### src/drs_pkg.sv
// Purpose: Shared constants and types of the reference switch controller
// Assumes: APB with 32-bit data, register index times four is the address
// Notes: Reset values and field positions live here only
package drs_pkg;

  localparam int ADDR_W = 8;
  localparam int DATA_W = 32;
  localparam int NUM_REFS = 8;
  localparam int REF_IDX_W = 3;
  localparam int MASK_W = 4;
  localparam int WAIT_W = 4;
  localparam int RANK_W = 4;
  localparam int INT_W = 3;

  // Register indices; byte address is index times four
  localparam logic [5:0] IDX_FAIL_MASK = 6'h2E;
  localparam logic [5:0] IDX_RESTORE = 6'h2F;
  localparam logic [5:0] IDX_REVERT = 6'h30;
  localparam logic [5:0] IDX_RANK_LOW = 6'h31;
  localparam logic [5:0] IDX_CTRL = 6'h38;
  localparam logic [5:0] IDX_STATUS = 6'h39;
  localparam logic [5:0] IDX_INT_STAT = 6'h3A;
  localparam logic [5:0] IDX_INT_MASK = 6'h3B;
  localparam logic [5:0] IDX_RANK_HIGH = 6'h3C;

  // Reset values
  localparam logic [7:0] RST_FAIL_MASK = 8'h3C;
  localparam logic [3:0] RST_RESTORE = 4'h0;
  localparam logic [7:0] RST_REVERT = 8'h00;
  localparam logic [7:0] RST_RANK_LOW = 8'h10;
  localparam logic [23:0] RST_RANK_HIGH = 24'h765432;
  localparam logic RST_AUTO = 1'b1;
  localparam logic [2:0] RST_INT_MASK = 3'h0;

  // Field positions
  localparam int SW_LSB = 0;
  localparam int HOLD_LSB = 4;
  localparam int IND_SCM = 0;
  localparam int IND_CFM = 1;
  localparam int IND_GST = 2;
  localparam int IND_PFM = 3;
  localparam int STAT_SEL_LSB = 0;
  localparam int STAT_ST_LSB = 4;
  localparam int STAT_QUAL_LSB = 8;

  // Interrupt status bits
  localparam int INT_SWITCH = 0;
  localparam int INT_HOLD = 1;
  localparam int INT_REVERT = 2;

  // One minute of the 40 MHz clock
  localparam longint CLK_HZ = 64'd40_000_000;
  localparam longint MINUTE_S = 64'd60;
  localparam logic [31:0] MINUTE_CYCLES = 32'(CLK_HZ * MINUTE_S);

  typedef enum logic [1:0] {
    ST_FREERUN,
    ST_LOCKED,
    ST_HOLDOVER
  } drs_sel_state_t;

endpackage : drs_pkg

### src/drs_tick.sv
// Purpose: Minute tick generator for restore delays
// Assumes: PERIOD counts clock cycles of one minute
// Notes: Tick is a one-cycle pulse from a flip-flop
`timescale 1ns/1ps
module drs_tick #(
  parameter logic [31:0] PERIOD = drs_pkg::MINUTE_CYCLES
) (
  input wire logic pclk,     // Bus clock
  input wire logic presetn,  // Async reset, active low
  output logic tick          // One pulse per period
);
  import drs_pkg::*;

  typedef struct packed {
    logic [31:0] cnt;
    logic tick;
  } drs_tick_st_t;

  drs_tick_st_t st_ff;
  drs_tick_st_t nxt_st;

  always_comb begin
    nxt_st = st_ff;
    nxt_st.tick = 1'b0;
    if (st_ff.cnt == (PERIOD - 32'h1)) begin
      nxt_st.cnt = 32'h0;
      nxt_st.tick = 1'b1;
    end else begin
      nxt_st.cnt = st_ff.cnt + 32'h1;
    end
  end

  always_ff @(posedge pclk or negedge presetn) begin
    if (!presetn) begin
      st_ff <= '0;
    end else begin
      st_ff <= nxt_st;
    end
  end

  assign tick = st_ff.tick;

endmodule // drs_tick

### src/drs_ref_qual.sv
// Purpose: Per-reference qualification with fault_free_delay_field delay
// Assumes: Minute tick is free running and shared by all references
// Notes: First partial minute is discarded so the delay is never short
`timescale 1ns/1ps
module drs_ref_qual #(
  parameter int WAIT_BITS = drs_pkg::WAIT_W
) (
  input wire logic pclk,                    // Bus clock
  input wire logic presetn,                 // Async reset, active low
  input wire logic fail,                    // Masked failure of this input
  input wire logic minute_tick,             // One pulse per minute
  input wire logic [WAIT_BITS-1:0] wait_min, // Fault free delay, minutes
  output logic qualified                    // Usable for selection
);
  import drs_pkg::*;

  typedef struct packed {
    logic [WAIT_BITS:0] cnt;
    logic pending;
    logic qual;
  } drs_qual_st_t;

  drs_qual_st_t st_ff;
  drs_qual_st_t nxt_st;

  always_comb begin
    nxt_st = st_ff;
    if (fail) begin
      // Restart the whole delay on any fault inside the wait
      nxt_st.pending = 1'b1;
      nxt_st.qual = 1'b0;
      nxt_st.cnt = {1'b0, wait_min} + {{WAIT_BITS{1'b0}}, |wait_min};
    end else if (st_ff.pending) begin
      if (st_ff.cnt == '0) begin
        nxt_st.pending = 1'b0;
        nxt_st.qual = 1'b1;
      end else if (minute_tick) begin
        nxt_st.cnt = st_ff.cnt - {{WAIT_BITS{1'b0}}, 1'b1};
      end
    end else begin
      nxt_st.qual = 1'b1;
    end
  end

  always_ff @(posedge pclk or negedge presetn) begin
    if (!presetn) begin
      st_ff <= '0;
    end else begin
      st_ff <= nxt_st;
    end
  end

  assign qualified = st_ff.qual;

endmodule // drs_ref_qual

### src/drs_ref_switch_ctrl.sv
// Purpose: Automatic reference selection registers and selector, DPLL2
// Assumes: Failure indicators synchronous to pclk, one bit per reference
// Notes: APB slave, zero wait states, unmapped access answers pslverr
`timescale 1ns/1ps
module drs_ref_switch_ctrl #(
  parameter logic [31:0] MINUTE_LEN = drs_pkg::MINUTE_CYCLES
) (
  input wire logic pclk,                                  // APB clock
  input wire logic presetn,                               // Async reset
  input wire logic psel,                                  // APB select
  input wire logic penable,                               // APB enable
  input wire logic pwrite,                                // APB direction
  input wire logic [drs_pkg::ADDR_W-1:0] paddr,           // APB address
  input wire logic [drs_pkg::DATA_W-1:0] pwdata,          // APB write data
  output logic [drs_pkg::DATA_W-1:0] prdata,              // APB read data
  output logic pready,                                    // APB ready
  output logic pslverr,                                   // APB error
  input wire logic [drs_pkg::NUM_REFS-1:0] single_cycle_monitor_fail, // Ind
  input wire logic [drs_pkg::NUM_REFS-1:0] coarse_freq_monitor_fail,  // Ind
  input wire logic [drs_pkg::NUM_REFS-1:0] precise_freq_monitor_fail, // Ind
  input wire logic [drs_pkg::NUM_REFS-1:0] guard_soak_timer_fail,     // Ind
  output logic [drs_pkg::REF_IDX_W-1:0] selected_ref,     // Chosen input
  output logic ref_locked,                                // Locked state
  output logic holdover,                                  // Holdover state
  output logic irq                                        // Level interrupt
);
  import drs_pkg::*;

  typedef struct packed {
    logic [7:0] fail_mask;
    logic [WAIT_W-1:0] restore;
    logic [NUM_REFS-1:0] revert;
    logic [7:0] rank_low;
    logic [23:0] rank_high;
    logic auto_en;
    logic [INT_W-1:0] int_stat;
    logic [INT_W-1:0] int_mask;
    logic [DATA_W-1:0] rdata;
    logic [REF_IDX_W-1:0] sel;
    drs_sel_state_t st;
  } drs_regs_t;

  drs_regs_t st_ff;
  drs_regs_t nxt_st;

  logic minute_tick;
  logic [NUM_REFS-1:0] sw_fail;
  logic [NUM_REFS-1:0] hold_fail;
  logic [NUM_REFS-1:0] qual;
  logic [RANK_W-1:0] rank [NUM_REFS];
  logic [MASK_W-1:0] sw_mask;
  logic [MASK_W-1:0] hold_mask;
  logic [MASK_W-1:0] ind;
  logic any_qual;
  logic [REF_IDX_W-1:0] best;
  logic [RANK_W-1:0] best_rank;
  logic setup_ph;
  logic access_ph;
  logic [5:0] idx;
  logic mapped;
  logic [DATA_W-1:0] rd_mux;
  logic [INT_W-1:0] events;
  logic [INT_W-1:0] rd_clear;

  drs_tick #(
    .PERIOD(MINUTE_LEN)
  ) u_tick (
    .pclk(pclk),
    .presetn(presetn),
    .tick(minute_tick)
  );

  assign sw_mask = st_ff.fail_mask[SW_LSB +: MASK_W];
  assign hold_mask = st_ff.fail_mask[HOLD_LSB +: MASK_W];

  // Indicator gating per input
  always_comb begin
    sw_fail = '0;
    hold_fail = '0;
    ind = '0;
    for (int i = 0; i < NUM_REFS; i++) begin
      ind[IND_SCM] = single_cycle_monitor_fail[i];
      ind[IND_CFM] = coarse_freq_monitor_fail[i];
      ind[IND_GST] = guard_soak_timer_fail[i];
      ind[IND_PFM] = precise_freq_monitor_fail[i];
      sw_fail[i] = |(ind & sw_mask);
      hold_fail[i] = |(ind & hold_mask);
    end
  end

  // A hold-gated fault also keeps the input out of selection
  generate
    for (genvar g = 0; g < NUM_REFS; g++) begin : g_qual
      drs_ref_qual #(
        .WAIT_BITS(WAIT_W)
      ) u_qual (
        .pclk(pclk),
        .presetn(presetn),
        .fail(sw_fail[g] | hold_fail[g]),
        .minute_tick(minute_tick),
        .wait_min(st_ff.restore),
        .qualified(qual[g])
      );
    end
  endgenerate

  // Rank codes; inputs 2..7 come from the extra rank register
  always_comb begin
    rank[0] = st_ff.rank_low[RANK_W-1:0];
    rank[1] = st_ff.rank_low[2*RANK_W-1:RANK_W];
    for (int i = 2; i < NUM_REFS; i++) begin
      rank[i] = st_ff.rank_high[(i-2)*RANK_W +: RANK_W];
    end
  end

  // Lowest code wins; ties go to the lower input number
  always_comb begin
    any_qual = 1'b0;
    best = '0;
    best_rank = '1;
    for (int i = 0; i < NUM_REFS; i++) begin
      if (qual[i] && (!any_qual || rank[i] < best_rank)) begin
        any_qual = 1'b1;
        best = REF_IDX_W'(i);
        best_rank = rank[i];
      end
    end
  end

  assign setup_ph = psel & ~penable;
  assign access_ph = psel & penable;
  assign idx = paddr[ADDR_W-1:2];

  // Register read decode
  always_comb begin
    mapped = 1'b1;
    rd_mux = '0;
    case (idx)
      IDX_FAIL_MASK: begin
        rd_mux[7:0] = st_ff.fail_mask;
      end
      IDX_RESTORE: begin
        rd_mux[WAIT_W-1:0] = st_ff.restore;
      end
      IDX_REVERT: begin
        rd_mux[NUM_REFS-1:0] = st_ff.revert;
      end
      IDX_RANK_LOW: begin
        rd_mux[7:0] = st_ff.rank_low;
      end
      IDX_RANK_HIGH: begin
        rd_mux[23:0] = st_ff.rank_high;
      end
      IDX_CTRL: begin
        rd_mux[0] = st_ff.auto_en;
      end
      IDX_STATUS: begin
        rd_mux[STAT_SEL_LSB +: REF_IDX_W] = st_ff.sel;
        rd_mux[STAT_ST_LSB +: 2] = st_ff.st;
        rd_mux[STAT_QUAL_LSB +: NUM_REFS] = qual;
      end
      IDX_INT_STAT: begin
        rd_mux[INT_W-1:0] = st_ff.int_stat;
      end
      IDX_INT_MASK: begin
        rd_mux[INT_W-1:0] = st_ff.int_mask;
      end
      default: begin
        mapped = 1'b0;
      end
    endcase
  end

  // Clear only the bits the reader saw, so later events survive
  assign rd_clear = (access_ph && !pwrite && mapped && idx == IDX_INT_STAT)
                    ? st_ff.rdata[INT_W-1:0] : '0;

  // Selection state machine and register writes
  always_comb begin
    nxt_st = st_ff;
    events = '0;

    if (st_ff.auto_en) begin
      case (st_ff.st)
        ST_FREERUN: begin
          if (any_qual) begin
            nxt_st.st = ST_LOCKED;
            nxt_st.sel = best;
          end
        end
        ST_LOCKED: begin
          if (hold_fail[st_ff.sel]) begin
            nxt_st.st = ST_HOLDOVER;
            events[INT_HOLD] = 1'b1;
          end else if (sw_fail[st_ff.sel] || !qual[st_ff.sel]) begin
            if (any_qual) begin
              nxt_st.sel = best;
              events[INT_SWITCH] = 1'b1;
            end else begin
              nxt_st.st = ST_HOLDOVER;
              events[INT_HOLD] = 1'b1;
            end
          end else if (any_qual && best != st_ff.sel &&
                       st_ff.revert[best] &&
                       best_rank < rank[st_ff.sel]) begin
            // Non-revertive inputs are never retaken just for rank
            nxt_st.sel = best;
            events[INT_REVERT] = 1'b1;
          end
        end
        ST_HOLDOVER: begin
          // Held input keeps the loop in holdover until it clears
          if (!hold_fail[st_ff.sel] && any_qual) begin
            nxt_st.st = ST_LOCKED;
            nxt_st.sel = best;
          end
        end
        default: begin
          nxt_st.st = ST_FREERUN;
        end
      endcase
    end

    // Set wins over the read clear
    nxt_st.int_stat = (st_ff.int_stat & ~rd_clear) | events;

    if (setup_ph) begin
      nxt_st.rdata = rd_mux;
    end

    if (access_ph && pwrite && mapped) begin
      case (idx)
        IDX_FAIL_MASK: begin
          nxt_st.fail_mask = pwdata[7:0];
        end
        IDX_RESTORE: begin
          nxt_st.restore = pwdata[WAIT_W-1:0];
        end
        IDX_REVERT: begin
          nxt_st.revert = pwdata[NUM_REFS-1:0];
        end
        IDX_RANK_LOW: begin
          nxt_st.rank_low = pwdata[7:0];
        end
        IDX_RANK_HIGH: begin
          nxt_st.rank_high = pwdata[23:0];
        end
        IDX_CTRL: begin
          nxt_st.auto_en = pwdata[0];
        end
        IDX_INT_MASK: begin
          nxt_st.int_mask = pwdata[INT_W-1:0];
        end
        default: begin
          nxt_st.int_mask = st_ff.int_mask;
        end
      endcase
    end
  end

  always_ff @(posedge pclk or negedge presetn) begin
    if (!presetn) begin
      st_ff.fail_mask <= RST_FAIL_MASK;
      st_ff.restore <= RST_RESTORE;
      st_ff.revert <= RST_REVERT;
      st_ff.rank_low <= RST_RANK_LOW;
      st_ff.rank_high <= RST_RANK_HIGH;
      st_ff.auto_en <= RST_AUTO;
      st_ff.int_stat <= '0;
      st_ff.int_mask <= RST_INT_MASK;
      st_ff.rdata <= '0;
      st_ff.sel <= '0;
      st_ff.st <= ST_FREERUN;
    end else begin
      st_ff <= nxt_st;
    end
  end

  // Zero wait states: read data was captured in the setup cycle
  assign pready = 1'b1;
  assign pslverr = access_ph & ~mapped;
  assign prdata = st_ff.rdata;
  assign selected_ref = st_ff.sel;
  assign ref_locked = (st_ff.st == ST_LOCKED);
  assign holdover = (st_ff.st == ST_HOLDOVER);
  assign irq = |(st_ff.int_stat & st_ff.int_mask);

endmodule // drs_ref_switch_ctrl

### config.mk
export PLATFORM = sky130hd
export DESIGN_NAME = drs_ref_switch_ctrl
export DESIGN_NICKNAME = d
export VERILOG_FILES = /design/src/drs_pkg.sv /design/src/drs_tick.sv /design/src/drs_ref_qual.sv /design/src/drs_ref_switch_ctrl.sv
export SDC_FILE = /design/constraint.sdc
export NUM_CORES = 1
export LEC_CHECK = 0
export CAP_MARGIN = 20
export CELL_PAD_IN_SITES_DETAIL_PLACEMENT = 2
export CELL_PAD_IN_SITES_GLOBAL_PLACEMENT = 2
export CORE_UTILIZATION = 45
export CTS_BUF_LIST = sky130_fd_sc_hd__clkbuf_8
export DETAILED_ROUTE_END_ITERATION = 16
export DONT_BUFFER_PORTS = 1
export GPL_TIMING_DRIVEN = 0
export PLACE_DENSITY_LB_ADDON = 0.12
export SLEW_MARGIN = 20
export SYNTH_ARGS = -nofsm -noshare
export SYNTH_HDL_FRONTEND = slang
export SYNTH_SLANG_ARGS = --single-unit
### constraint.sdc
create_clock -name pclk -period 18.9 [get_ports pclk]
set_input_delay 0.945 -clock pclk [delete_from_list [all_inputs] [get_ports pclk]]
set_output_delay 0.945 -clock pclk [all_outputs]
set_load 0.02 [all_outputs]
==> results.json <==
{
  "status": "complete, no violations",
  "place_congestion": 0.862,
  "cpLargestDelayFamily": "compound AO/OA/AOI/OAI gates",
  "pre_cts_ws_ns": 3.84,
  "vias_per_cell": 6.32,
  "min_period_over_period_pct": 85.3,
  "r2r_start": "g_qual[0].u_qual.qualified",
  "wl_per_cell_um": 27.2,
  "root_buffer": "clkbuf_8",
  "crit_path_max_incr_delay_ns": 0.67,
  "arrival_ns": 16.50,
  "crit_buf_inv": 9,
  "areaGrowthSynthToFinish_pct": 8.41,
  "insertion_delay_ns": 0.49,
  "fin_crit_ns": 16.12,
  "maxSlewViolCount": 0,
  "grt_max_degree": 178,
  "rows": 57,
  "clkSinkCount": 177,
  "crit_required_ns": 19.28,
  "clkPwrFrac_pct": 20.2,
  "cp_max_fo": 10,
  "worst_setup_path_end_kind": "flop",
  "layout_common_cells": "160 x dfrtp_1, 133 x nand2_1, 93 x nor2_1, 65 x inv_1, 62 x o21ai_0",
  "p_per_area_mw_per_mm2": 126,
  "grt_pass1_wl_um": 65200,
  "async_flop_share_pct": 100,
  "setup_ws_ns": 2.78,
  "port_buffers": 0,
  "final_common_cell": "dfrtp_1",
  "place_area_mm2": 0.0116,
  "clkTransAtPathRegs_ns": 0.11,
  "die-height_um": 159,
  "synth_cell_types": 82,
  "ios": 117,
  "ant_nets": 0,
  "cts_buffers": 17,
  "tightest_slew_ns": 1.18,
  "p_comb_share_pct": 48.1,
  "die_x_um": 159,
  "crit_top_cell": "ha_1",
  "critPathKind": "reg -> reg",
  "start_util_pct": 45.8,
  "cts_setup_buffers": 0,
  "reg2reg_slack_ns": 2.78,
  "cp_slowest_cell": "o21ai_0",
  "grt_pass1_vias": 11000,
  "wl_um": 42100,
  "drc": 0,
  "synth_edf_count": 0,
  "finalNetCount": 1319,
  "p_leak_nw": 5.45,
  "hold_path_class": "in -> async",
  "cts_resized": 0,
  "power_switching_w": 0.000678,
  "drive_gt1_share_pct": 14.8,
  "firstDrtPassIters": 5,
  "cts_max_level": 4,
  "detailed_place_hpwl_um": 29200,
  "synth-seq-cells": 177,
  "rr_endpoint": "selected_ref[1]",
  "swShare_pct": 44.5,
  "slew-limit-headroom_pct": 21.1,
  "num_vias": 9772,
  "yosys_warnings": 0,
  "max_cap_violations": 0,
  "rsz0062_at_grt": "false",
  "whs_ns": 0.130,
  "r2r_cells": 66,
  "core-area_mm2": 0.0242,
  "startpoint_type": "flop",
  "ys_dominant_reg_cell": "dfrtp_1",
  "path_depth": 66,
  "fin_area_mm2": 0.0120,
  "drt_iter0_drc": 740,
  "p_seq_share_pct": 31.6,
  "tns_ns": 0,
  "hold_buffers": 0,
  "max_freq_mhz": 62.0,
  "synth.avg_cell_area_um2": 9.42,
  "antenna_found_initial": 1,
  "gr-total-overflow": 0,
  "synthCells": 1179,
  "hold_viol": 0,
  "track_usage_pct": 33.9,
  "seq_area_frac_synth_pct": 40.1,
  "setup_viol": 0,
  "cts.path.max_buffers": 2,
  "fin_worst_skew_ns": 0.0159,
  "antenna_cells": 0,
  "postLayoutCoreUtil_pct": 49.7,
  "intPower_w": 0.000845,
  "die_area_mm2": 0.0253,
  "cts_tree": "built",
  "synth_area_mm2": 0.0111,
  "ir_drop_uv": 78.4
}
==> sequential cells by signal (all words and copies together), names as in the netlist <==
name / cells
hold_mask: 4
u_tick.tick: 1
prdata: 24
g_qual.u_qual.st_ff: 48
u_tick.st_ff: 32
selected_ref: 3
rank: 32
st_ff: 25
g_qual.u_qual.qualified: 8
==> power by group through the flow <==
stage / clock network (W) / logic (W) / registers [W]
final: 0.000308 / 0.000733 / 0.000482
after global routing: 0.000322 / 0.000776 / 0.000486
after CTS: 0.000311 / 0.000719 / 0.000481
after detailed placement: 0 / 0.000672 / 0.000487
after global placement: 0 / 0.000640 / 0.000483
after floorplan: 0 / 0.000508 / 0.000465
==> routing by layer <==
metal	vias up	global-route usage [%]	wire length, um
li1	4280	-	-
met1	5047	40.7	17000
met2	325	59.1	21200
met3	118	4.79	1970
met4	2	17.4	1900
met5	-	0	9
==> cell families (layout without fill, tap and decap cells) <==
family          count (synthesis)  count (layout)  share of synthesized area, %
other cells                     2               9                        0.0676
flops                         177             177                          40.1
buf+inv                       143             178                          6.09
compound gates                271             271                          17.8
fa+ha+maj                      34              34                          3.83
simple gates                  385             385                          16.1
xor+xnor                       67              67                          5.28
mux                           100             100                          10.8
==> worst max path at each step <==
stage               slack (ns)         endpoint                  startpoint
CTS                       3.12  selected_ref[1]  g_qual[0].u_qual.qualified
global route              2.09  selected_ref[1]  g_qual[0].u_qual.qualified
finish                    2.78  selected_ref[1]  g_qual[0].u_qual.qualified
detailed placement        3.84  selected_ref[1]  g_qual[0].u_qual.qualified
floorplan                 6.99  selected_ref[0]  g_qual[0].u_qual.qualified
global placement          4.32  selected_ref[0]  g_qual[0].u_qual.qualified
==> cell usage after synthesis (all sizes together) (14+ instances only) <==
cell | n | area, um^2
a21oi | 28 | 144
dfrtp | 160 | 4000
clkbuf | 37 | 140
inv | 65 | 244
nor4 | 14 | 87.6
nand2 | 133 | 499
nor2b | 14 | 87.6
nand3 | 47 | 235
buf | 41 | 293
mux2 | 57 | 642
nor3 | 21 | 105
mux2i | 33 | 330
ha | 34 | 425
nor2 | 94 | 353
xor2 | 33 | 289
dfstp | 17 | 447
a221oi | 15 | 131
xnor2 | 34 | 298
a22oi | 44 | 340
o21ai | 65 | 329
==> metrics by stage <==
stage / instances / total power [W]
3_5_place_dp: 1513 / 0.00116
4_1_cts: 1545 / 0.00151
3_3_place_gp: 1510 / 0.00112
6_report: 1545 / 0.00152
5_1_grt: 1545 / 0.00158
2_1_floorplan: 1186 / 0.000973
==> cell type report <==
class                      count  area, um^2
buffer                        78         433
sequential                   177        4450
inverter                      65         244
timing repair buffer           3        20.0
fill                        2613       12200
clock inverter                15         215
multi-input combinational    866        6040
tap                          324         405
clock buffer                  17         234
No activity file was read; power rests on OpenSTA's default activity.
